**src/common/rpm_pkg.sv**
```systemverilog
// constants and types shared by the remappable pin select maps
package rpm_pkg;

  localparam int ADDR_W = 4;
  localparam int DATA_W = 16;
  localparam int SEL_W = 6;
  localparam int NUM_SRC = 64;
  localparam int NUM_IN_SEL = 6;
  localparam int NUM_OUT_PINS = 10;
  localparam int NUM_OUT_REGS = 5;

  typedef logic [SEL_W-1:0] rpm_sel_type;
  typedef logic [ADDR_W-1:0] rpm_addr_type;
  typedef logic [DATA_W-1:0] rpm_data_type;

  // register addresses on the plain register port
  localparam rpm_addr_type ADDR_SPI2_SS_MAP = 4'h0;
  localparam rpm_addr_type ADDR_UART4_MAP = 4'h1;
  localparam rpm_addr_type ADDR_SPI3_CD_MAP = 4'h2;
  localparam rpm_addr_type ADDR_SPI3_SS_MAP = 4'h3;
  localparam rpm_addr_type ADDR_OUT_MAP_BASE = 4'h4;

  // field positions inside a 16-bit register
  localparam int LO_LSB = 0;
  localparam int HI_LSB = 8;

  // values after power-on reset
  localparam rpm_sel_type IN_SEL_RESET = 6'h3F;
  localparam rpm_sel_type OUT_SEL_RESET = 6'h00;
  localparam rpm_data_type RDATA_RESET = 16'h0000;

  // function number that drives nothing
  localparam rpm_sel_type FUNC_NONE = 6'h00;

  // output pin whose field is absent in the small package
  localparam int ABSENT_PIN = 5;

  // slots of the input-select array
  localparam int IDX_SPI2_SS = 0;
  localparam int IDX_UART4_CTS = 1;
  localparam int IDX_UART4_RX = 2;
  localparam int IDX_SPI3_CLK = 3;
  localparam int IDX_SPI3_DATA = 4;
  localparam int IDX_SPI3_SS = 5;

endpackage

```
**src/rtl/rpm_pin_select_maps.sv**
```systemverilog
// remappable pin select maps: input and output routing with registers
//
// Functional notes
// - bits 5-0 pick the pin for spi2 slave select; reset to all ones.
// - bits 13-8 pick the pin feeding uart4 clear-to-send.
// - bits 5-0 of that register pick the pin feeding uart4 receive.
// - bits 13-8 pick the pin used as spi3 clock input.
// - bits 5-0 of that register pick the pin used as spi3 data.
// - bits 5-0 pick the spi3 slave select pin; upper ten bits read zero.
// - output field value n, n nonzero, puts function n on the pin; zero drives nothing; resets to zero.
// - two output fields per register, even pin low, odd pin high.
// - small package: pin 5 output field absent, reads zero.
// - bits 15-14 and 7-6 with no field always read zero.
// - single low-field registers read zero in bits 15-6.
`timescale 1ns/1ps
module rpm_pin_select_maps
  import rpm_pkg::*;
#(
  parameter bit SMALL_PACKAGE = 1'b0
)
(
  // clock and reset
  input wire logic REF_CLK,
  input wire logic RST_N,
  // register port
  input wire rpm_pkg::rpm_addr_type REG_ADDR,
  input wire rpm_pkg::rpm_data_type REG_WDATA,
  input wire logic REG_WR,
  input wire logic REG_RD,
  output rpm_pkg::rpm_data_type REG_RDATA,
  // remappable pins and peripheral functions
  input wire logic [rpm_pkg::NUM_SRC-1:0] REMAPPABLE_IO_PIN_IN,
  input wire logic [rpm_pkg::NUM_SRC-1:0] PERIPH_FUNC_OUT,
  // peripheral inputs
  output logic SPI2_SLAVE_SELECT_IN,
  output logic UART4_CLEAR_TO_SEND_IN,
  output logic UART4_RECEIVE_IN,
  output logic SPI3_CLOCK_IN,
  output logic SPI3_DATA_IN,
  output logic SPI3_SLAVE_SELECT_IN,
  // remappable pin outputs
  output logic [rpm_pkg::NUM_OUT_PINS-1:0] REMAPPABLE_IO_PIN_OUT,
  output logic [rpm_pkg::NUM_OUT_PINS-1:0] REMAPPABLE_IO_PIN_OE
);
  import rpm_pkg::*;

  ////////////////////////////////////////////////////////////////////////
  // declarations

  rpm_sel_type in_sel_reg [NUM_IN_SEL];
  rpm_sel_type out_sel_reg [NUM_OUT_PINS];
  rpm_data_type rdata_reg;
  rpm_data_type rdata_next;
  logic [NUM_IN_SEL-1:0] in_route_reg;
  logic [NUM_IN_SEL-1:0] in_route_next;
  logic [NUM_OUT_PINS-1:0] pin_out_reg;
  logic [NUM_OUT_PINS-1:0] pin_out_next;
  logic [NUM_OUT_PINS-1:0] pin_oe_reg;
  logic [NUM_OUT_PINS-1:0] pin_oe_next;

  // high field in 13-8, low field in 5-0, gaps read zero
  function automatic rpm_data_type pack_pair(input rpm_sel_type hi,
                                             input rpm_sel_type lo);
    pack_pair = {2'b00, hi, 2'b00, lo};
  endfunction

  // true when the address hits output register k
  function automatic logic out_hit(input rpm_addr_type addr, input int k);
    out_hit = (addr == ADDR_OUT_MAP_BASE + ADDR_W'(k));
  endfunction

  ////////////////////////////////////////////////////////////////////////
  // input-select fields

  always_ff @(posedge REF_CLK or negedge RST_N) begin
    if (!RST_N) begin
      for (int i = 0; i < NUM_IN_SEL; i++) begin
        in_sel_reg[i] <= IN_SEL_RESET;
      end
    end else if (REG_WR) begin
      // bits outside the fields are simply dropped
      case (REG_ADDR)
        ADDR_SPI2_SS_MAP: begin
          in_sel_reg[IDX_SPI2_SS] <= REG_WDATA[LO_LSB +: SEL_W];
        end
        ADDR_UART4_MAP: begin
          in_sel_reg[IDX_UART4_CTS] <= REG_WDATA[HI_LSB +: SEL_W];
          in_sel_reg[IDX_UART4_RX] <= REG_WDATA[LO_LSB +: SEL_W];
        end
        ADDR_SPI3_CD_MAP: begin
          in_sel_reg[IDX_SPI3_CLK] <= REG_WDATA[HI_LSB +: SEL_W];
          in_sel_reg[IDX_SPI3_DATA] <= REG_WDATA[LO_LSB +: SEL_W];
        end
        ADDR_SPI3_SS_MAP: begin
          in_sel_reg[IDX_SPI3_SS] <= REG_WDATA[LO_LSB +: SEL_W];
        end
        default: begin
        end
      endcase
    end
  end

  ////////////////////////////////////////////////////////////////////////
  // output-select fields, two per register

  always_ff @(posedge REF_CLK or negedge RST_N) begin
    if (!RST_N) begin
      for (int p = 0; p < NUM_OUT_PINS; p++) begin
        out_sel_reg[p] <= OUT_SEL_RESET;
      end
    end else if (REG_WR) begin
      for (int k = 0; k < NUM_OUT_REGS; k++) begin
        if (out_hit(REG_ADDR, k)) begin
          out_sel_reg[2*k] <= REG_WDATA[LO_LSB +: SEL_W];
          // absent field keeps its reset value
          if (!(SMALL_PACKAGE && (2*k+1 == ABSENT_PIN))) begin
            out_sel_reg[2*k+1] <= REG_WDATA[HI_LSB +: SEL_W];
          end
        end
      end
    end
  end

  ////////////////////////////////////////////////////////////////////////
  // read port: data stand only in the cycle after the strobe

  always_comb begin
    rdata_next = RDATA_RESET;
    case (REG_ADDR)
      ADDR_SPI2_SS_MAP: begin
        rdata_next = pack_pair(FUNC_NONE, in_sel_reg[IDX_SPI2_SS]);
      end
      ADDR_UART4_MAP: begin
        rdata_next = pack_pair(in_sel_reg[IDX_UART4_CTS],
                               in_sel_reg[IDX_UART4_RX]);
      end
      ADDR_SPI3_CD_MAP: begin
        rdata_next = pack_pair(in_sel_reg[IDX_SPI3_CLK],
                               in_sel_reg[IDX_SPI3_DATA]);
      end
      ADDR_SPI3_SS_MAP: begin
        rdata_next = pack_pair(FUNC_NONE, in_sel_reg[IDX_SPI3_SS]);
      end
      default: begin
        for (int k = 0; k < NUM_OUT_REGS; k++) begin
          if (out_hit(REG_ADDR, k)) begin
            rdata_next = pack_pair(out_sel_reg[2*k+1], out_sel_reg[2*k]);
          end
        end
      end
    endcase
  end

  always_ff @(posedge REF_CLK or negedge RST_N) begin
    if (!RST_N) begin
      rdata_reg <= RDATA_RESET;
    end else if (REG_RD) begin
      rdata_reg <= rdata_next;
    end else begin
      rdata_reg <= RDATA_RESET;
    end
  end

  assign REG_RDATA = rdata_reg;

  ////////////////////////////////////////////////////////////////////////
  // routing: pins to peripheral inputs, functions to pins

  genvar gi;
  generate
    for (gi = 0; gi < NUM_IN_SEL; gi++) begin : g_in
      rpm_bit_select u_in_sel (
        .src(REMAPPABLE_IO_PIN_IN),
        .sel(in_sel_reg[gi]),
        .picked(in_route_next[gi])
      );
    end
    for (gi = 0; gi < NUM_OUT_PINS; gi++) begin : g_out
      rpm_pin_driver u_pin_drv (
        .func(PERIPH_FUNC_OUT),
        .sel(out_sel_reg[gi]),
        .level(pin_out_next[gi]),
        .drive(pin_oe_next[gi])
      );
    end
  endgenerate

  always_ff @(posedge REF_CLK or negedge RST_N) begin
    if (!RST_N) begin
      in_route_reg <= '0;
    end else begin
      in_route_reg <= in_route_next;
    end
  end

  always_ff @(posedge REF_CLK or negedge RST_N) begin
    if (!RST_N) begin
      pin_out_reg <= '0;
      pin_oe_reg <= '0;
    end else begin
      pin_out_reg <= pin_out_next;
      pin_oe_reg <= pin_oe_next;
    end
  end

  assign SPI2_SLAVE_SELECT_IN = in_route_reg[IDX_SPI2_SS];
  assign UART4_CLEAR_TO_SEND_IN = in_route_reg[IDX_UART4_CTS];
  assign UART4_RECEIVE_IN = in_route_reg[IDX_UART4_RX];
  assign SPI3_CLOCK_IN = in_route_reg[IDX_SPI3_CLK];
  assign SPI3_DATA_IN = in_route_reg[IDX_SPI3_DATA];
  assign SPI3_SLAVE_SELECT_IN = in_route_reg[IDX_SPI3_SS];
  assign REMAPPABLE_IO_PIN_OUT = pin_out_reg;
  assign REMAPPABLE_IO_PIN_OE = pin_oe_reg;

  ////////////////////////////////////////////////////////////////////////
  // assertions

  spi2_ss_write_a: assert property (
    @(posedge REF_CLK) disable iff (!RST_N)
    REG_WR && REG_ADDR == ADDR_SPI2_SS_MAP |=>
      in_sel_reg[IDX_SPI2_SS] == $past(REG_WDATA[5:0]))
    else $error("spi2 slave select field not written");

  uart4_cts_route_a: assert property (
    @(posedge REF_CLK) disable iff (!RST_N)
    REG_WR && REG_ADDR == ADDR_UART4_MAP ##1 !REG_WR |=>
      in_sel_reg[IDX_UART4_CTS] == $past(REG_WDATA[13:8], 2)
      && UART4_CLEAR_TO_SEND_IN ==
        $past(REMAPPABLE_IO_PIN_IN[in_sel_reg[IDX_UART4_CTS]]))
    else $error("uart4 cts not routed from selected pin");

  spi2_ss_route_a: assert property (
    @(posedge REF_CLK) disable iff (!RST_N)
    1'b1 |=> SPI2_SLAVE_SELECT_IN ==
      $past(REMAPPABLE_IO_PIN_IN[in_sel_reg[IDX_SPI2_SS]]))
    else $error("spi2 slave select not routed from selected pin");

  uart4_rx_route_a: assert property (
    @(posedge REF_CLK) disable iff (!RST_N)
    1'b1 |=> UART4_RECEIVE_IN ==
      $past(REMAPPABLE_IO_PIN_IN[in_sel_reg[IDX_UART4_RX]]))
    else $error("uart4 receive not routed from selected pin");

  uart4_rx_write_a: assert property (
    @(posedge REF_CLK) disable iff (!RST_N)
    REG_WR && REG_ADDR == ADDR_UART4_MAP |=>
      in_sel_reg[IDX_UART4_RX] == $past(REG_WDATA[5:0]))
    else $error("uart4 receive field not written");

  spi3_clock_field_a: assert property (
    @(posedge REF_CLK) disable iff (!RST_N)
    REG_WR && REG_ADDR == ADDR_SPI3_CD_MAP |=>
      in_sel_reg[IDX_SPI3_CLK] == $past(REG_WDATA[13:8]))
    else $error("spi3 clock field not written");

  spi3_data_route_a: assert property (
    @(posedge REF_CLK) disable iff (!RST_N)
    1'b1 |=> SPI3_DATA_IN ==
      $past(REMAPPABLE_IO_PIN_IN[in_sel_reg[IDX_SPI3_DATA]]))
    else $error("spi3 data not routed from selected pin");

  spi3_ss_read_a: assert property (
    @(posedge REF_CLK) disable iff (!RST_N)
    REG_RD && REG_ADDR == ADDR_SPI3_SS_MAP |=>
      REG_RDATA == {10'h000, $past(in_sel_reg[IDX_SPI3_SS])})
    else $error("spi3 slave select read wrong");

  pin_function_route_a: assert property (
    @(posedge REF_CLK) disable iff (!RST_N)
    1'b1 |=> REMAPPABLE_IO_PIN_OE[0] == ($past(out_sel_reg[0]) != 6'h00)
      && REMAPPABLE_IO_PIN_OUT[0] == ($past(out_sel_reg[0]) != 6'h00
      && $past(PERIPH_FUNC_OUT[out_sel_reg[0]])))
    else $error("pin 0 not driven by selected function");

  out_pair_pack_a: assert property (
    @(posedge REF_CLK) disable iff (!RST_N)
    REG_WR && REG_ADDR == 4'h7 |=>
      out_sel_reg[6] == $past(REG_WDATA[5:0])
      && out_sel_reg[7] == $past(REG_WDATA[13:8]))
    else $error("output pair fields misplaced");

  absent_pin_zero_a: assert property (
    @(posedge REF_CLK) disable iff (!RST_N)
    SMALL_PACKAGE && REG_RD && REG_ADDR == 4'h6 |=> REG_RDATA[13:8] == 6'h00)
    else $error("absent pin 5 field reads nonzero");

  absent_pin_idle_a: assert property (
    @(posedge REF_CLK) disable iff (!RST_N)
    SMALL_PACKAGE |-> out_sel_reg[ABSENT_PIN] == OUT_SEL_RESET
      && !REMAPPABLE_IO_PIN_OE[ABSENT_PIN])
    else $error("absent pin 5 field set or pin driven");

  gap_bits_zero_a: assert property (
    @(posedge REF_CLK) disable iff (!RST_N)
    REG_RD && REG_ADDR != ADDR_SPI2_SS_MAP |=>
      REG_RDATA[15:14] == 2'b00 && REG_RDATA[7:6] == 2'b00)
    else $error("unimplemented gap bits read nonzero");

  low_only_read_a: assert property (
    @(posedge REF_CLK) disable iff (!RST_N)
    REG_RD && REG_ADDR == ADDR_SPI2_SS_MAP |=> REG_RDATA[15:6] == 10'h000)
    else $error("upper bits of single-field register nonzero");

  foreign_write_kept_a: assert property (
    @(posedge REF_CLK) disable iff (!RST_N)
    REG_WR && REG_ADDR == ADDR_SPI3_SS_MAP |=>
      $stable(in_sel_reg[IDX_SPI2_SS]) && $stable(in_sel_reg[IDX_UART4_CTS])
      && $stable(in_sel_reg[IDX_SPI3_CLK]) && $stable(out_sel_reg[1]))
    else $error("write disturbed another select field");

endmodule

```
**src/rtl/rpm_bit_select.sv**
```systemverilog
// picks one source line of a 64-line bus by a six-bit index
`timescale 1ns/1ps
module rpm_bit_select
  import rpm_pkg::*;
(
  // source lines
  input wire logic [NUM_SRC-1:0] src,
  // index
  input wire rpm_pkg::rpm_sel_type sel,
  // picked line
  output logic picked
);
  assign picked = src[sel];
endmodule

```
**src/rtl/rpm_pin_driver.sv**
```systemverilog
// turns an output-select field into the pin level and its drive enable
`timescale 1ns/1ps
module rpm_pin_driver
  import rpm_pkg::*;
(
  // peripheral output functions
  input wire logic [NUM_SRC-1:0] func,
  // function number for this pin
  input wire rpm_pkg::rpm_sel_type sel,
  // pin level and enable
  output logic level,
  output logic drive
);
  // function number zero means the pin is left to its port logic
  assign drive = (sel != FUNC_NONE);
  assign level = drive ? func[sel] : 1'b0;
endmodule

```
**config.mk**
```make
export PLATFORM = sky130hd
export DESIGN_NAME = rpm_pin_select_maps
export DESIGN_NICKNAME = d
export VERILOG_FILES = /design/src/common/rpm_pkg.sv /design/src/rtl/rpm_pin_select_maps.sv /design/src/rtl/rpm_bit_select.sv /design/src/rtl/rpm_pin_driver.sv
export SDC_FILE = /design/constraint.sdc
export NUM_CORES = 1
export LEC_CHECK = 0
export ABC_CLOCK_PERIOD_IN_PS = 2800
export BUFFER_PORTS_ARGS = -buffer_cell sky130_fd_sc_hd__clkbuf_2
export CORE_UTILIZATION = 45
export CTS_CLUSTER_DIAMETER = 60
export DETAILED_ROUTE_END_ITERATION = 10
export GPL_TIMING_DRIVEN = 0
export PLACE_DENSITY = 0.73
export SYNTH_ARGS = -nofsm -noshare
export SYNTH_HDL_FRONTEND = slang
export SYNTH_SLANG_ARGS = --single-unit
export TNS_END_PERCENT = 1
```
**constraint.sdc**
```tcl
create_clock -name REF_CLK -period 2.8 [get_ports REF_CLK]
set_input_delay 0 -clock REF_CLK [delete_from_list [all_inputs] [get_ports REF_CLK]]
set_output_delay 0 -clock REF_CLK [all_outputs]
set_load 0.01 [all_outputs]
```
==> flow_summary.json <==
{
  "status": "completed",
  "hp-start": "REG_WDATA[9]",
  "instances_no_fill": 1598,
  "grt_pass1_wl_um": 74400,
  "slew_violations": 0,
  "synth.top_cell.area_share_pct": 46.2,
  "clock_latency_ps": 430,
  "firstDrtPassIters": 5,
  "grt_usage_pct": 32.2,
  "vias": 11806,
  "finalHoldViolCount": 0,
  "ys_ff_latch": 134,
  "fillers": 2562,
  "io_pins": 194,
  "mostFrequentLayoutCells": "289 x mux4_2, 185 x clkbuf_2, 98 x dfrtp_1",
  "place_area_mm2": 0.0155,
  "critPathMaxFanout": 10,
  "final.period_utilization_pct": 96.9,
  "p_per_area_mw_per_mm2": 714,
  "antenna_found_initial": 5,
  "numPortBuffers": 183,
  "synth_area_mm2": 0.0141,
  "layout-drive-gt1-share_pct": 58.4,
  "post_cts_buffers": 0,
  "yosys_warnings": 0,
  "startpoint_type": "flip-flop",
  "root_buffer": "clkbuf_16",
  "drc": 0,
  "synth_cell_types": 54,
  "setup_viol": 0,
  "peakVddDrop_uv": 525,
  "yosysTopAreaCell": "mux4_2",
  "skew_ps": 14.9,
  "coreArea_mm2": 0.0307,
  "drt_iter0_markers": 1593,
  "r2r-end": "in_route_reg[0]$_DFF_PN0_",
  "min-delay-path-class": "input pin to flip-flop",
  "rrSetupSlack_ps": 90,
  "htree_num_levels": 4,
  "grt_pass1_vias": 11781,
  "wl_per_cell_um": 31.0,
  "gr-total-overflow": 0,
  "max_cap_viol_count": 0,
  "postRouteAntennaNets": 0,
  "arrival_ps": 3010,
  "hpwl_um": 35900,
  "r2r-start": "in_sel_reg[31]$_DFFE_PN1P_",
  "fin_area_mm2": 0.0163,
  "synthCells": 967,
  "dieArea_mm2": 0.0320,
  "finalWirelength_um": 49600,
  "dp.cells": 1550,
  "seq_area_frac_synth_pct": 24.1,
  "final_nets": 1335,
  "holdWs_ps": 8.46,
  "clock-sinks": 134,
  "p_leak_nw": 6.11,
  "async_flop_share_pct": 100,
  "critPathRequiredTime_ps": 3090,
  "path_class": "flip-flop to flip-flop",
  "fmax_mhz": 369,
  "worstSetupEndpointType": "flip-flop",
  "rsz0062_at_grt": "false",
  "gp_congestion": 0.992,
  "cts_tree": "yes",
  "die_w_um": 179,
  "clk_pin_slew_ps": 70,
  "relSlewSlack_pct": 45.9,
  "preCtsSetupSlack_ps": 64.6,
  "largest_register_ffs": 60,
  "fin_ws_ps": 87.6,
  "synth_edf_count": 0,
  "synth.area.top_cells": "mux4_2 46%, dfrtp_1 17%, mux2_2 7.6%",
  "cts_buffer_depth": 2,
  "grt_start_max_net_pins": 80,
  "min_period_ps": 2710,
  "worstRegToRegCells": 6,
  "worstMarginPinSlew_ps": 808,
  "row_count": 64,
  "ys.flop_type": "dfrtp_1",
  "start_util_pct": 45.9,
  "area_growth_pct": 15.6,
  "worstHoldPathCells": 2,
  "layout_commonest_cell": "mux4_2",
  "dieHeight_um": 179,
  "vias_per_cell": 7.39,
  "cts_buffers": 17,
  "synth.avg_cell_area_um2": 14.6,
  "min_to": "out_sel_reg[1]$_DFFE_PN0P_"
}
[routing by layer]
layer,vias to the layer above,part of all wire [%],global-route usage [%]
met5,-,0,0.962
met4,0,5.2,16.0
met3,217,16,11.5
met2,1125,45,46.2
met1,5882,34,43.1
li1,4582,-,-
[how the worst max path moves through the flow]
stage                               start                                end  slack, ps
2_1_floorplan   in_sel_reg[1]$_DFFE_PN1P_          in_route_reg[5]$_DFF_PN0_        580
3_3_place_gp                        RST_N  REMAPPABLE_IO_PIN_OE[0]$_DFF_PN0_       -500
3_5_place_dp    in_sel_reg[7]$_DFFE_PN1P_          in_route_reg[4]$_DFF_PN0_         60
4_1_cts         in_sel_reg[7]$_DFFE_PN1P_          in_route_reg[4]$_DFF_PN0_         60
5_1_grt        in_sel_reg[13]$_DFFE_PN1P_          in_route_reg[3]$_DFF_PN0_         10
6_report       in_sel_reg[31]$_DFFE_PN1P_          in_route_reg[0]$_DFF_PN0_         90
[per-stage QoR]
stage / total power [mW] / util [%] / TNS (ps)
6_report: 11.6 / 53.1 / 0
5_1_grt: 12.1 / 53.1 / 0
4_1_cts: 11.6 / 53.1 / 0
3_5_place_dp: 9.15 / 50.7 / 0
3_3_place_gp: 9.04 / 50.6 / -47680
2_1_floorplan: 7.39 / - / 0
[critical path, cell delays in order, from the launching register on]
cell and delay (ps):
dfstp_2 510, clkbuf_1 570, buf_2 410, mux4_2 340
mux4_2 510, nor2_1 110, o22ai_1 120
[synth_stat cells, drive strengths merged (2+ instances only)]
| cell type | instances |
|---|---|
| mux4 | 304 |
| mux2 | 103 |
| dfrtp | 98 |
| buf | 70 |
| mux2i | 48 |
| clkbuf | 45 |
| nand2 | 37 |
| dfstp | 36 |
| nor2 | 31 |
| nand3 | 20 |
| nor2b | 20 |
| o21ai | 16 |
| a21oi | 15 |
| a31oi | 12 |
| inv | 11 |
| a22oi | 10 |
| nand2b | 9 |
| a221oi | 8 |
| o22ai | 7 |
| a211oi | 6 |
| nand3b | 6 |
| and2 | 5 |
| nor3b | 5 |
| nor4 | 5 |
| and3 | 4 |
| nand4 | 4 |
| o211ai | 4 |
| a32oi | 3 |
| nor3 | 3 |
| o2111ai | 3 |
| a22o | 2 |
| a311o | 2 |
| o311ai | 2 |
| or3 | 2 |
[power by group]
part           internal [mW]  switching (mW)
sequential              2.50           0.420
combinational           3.33            3.01
clock                   1.41           0.953
[cell families (layout without fill, tap and decap cells)]
kind of cell | count (synthesis) | after routing | synth area share, %
flops | 134 | 134 | 24.1
buf+inv | 126 | 352 | 4.83
mux | 455 | 455 | 60.6
other cells | 1 | 10 | 0.0266
simple gates | 155 | 155 | 5.65
compound gates | 96 | 96 | 4.75
[area by class of cell]
class                   count  area [um^2]  share of cell area, %
flip-flops and latches    134         3400                   20.9
diodes                      6         15.0                 0.0922
clock inverters            13          154                  0.945
clock buffers              19          464                   2.85
well taps                 396          495                   3.04
multi-input cells         710        10000                   61.5
repair buffers            195         1060                   6.52
inverters                  11         41.3                  0.253
plain buffers             114          637                   3.91
[what timing repair did]
item                       4_1_cts  5_1_grt
gates resized for setup          0        1
hold buffers                    11        0
hold endpoints to repair       126        0
setup endpoints to repair        0        2
Note: power is estimated with default switching activity, not from simulation.
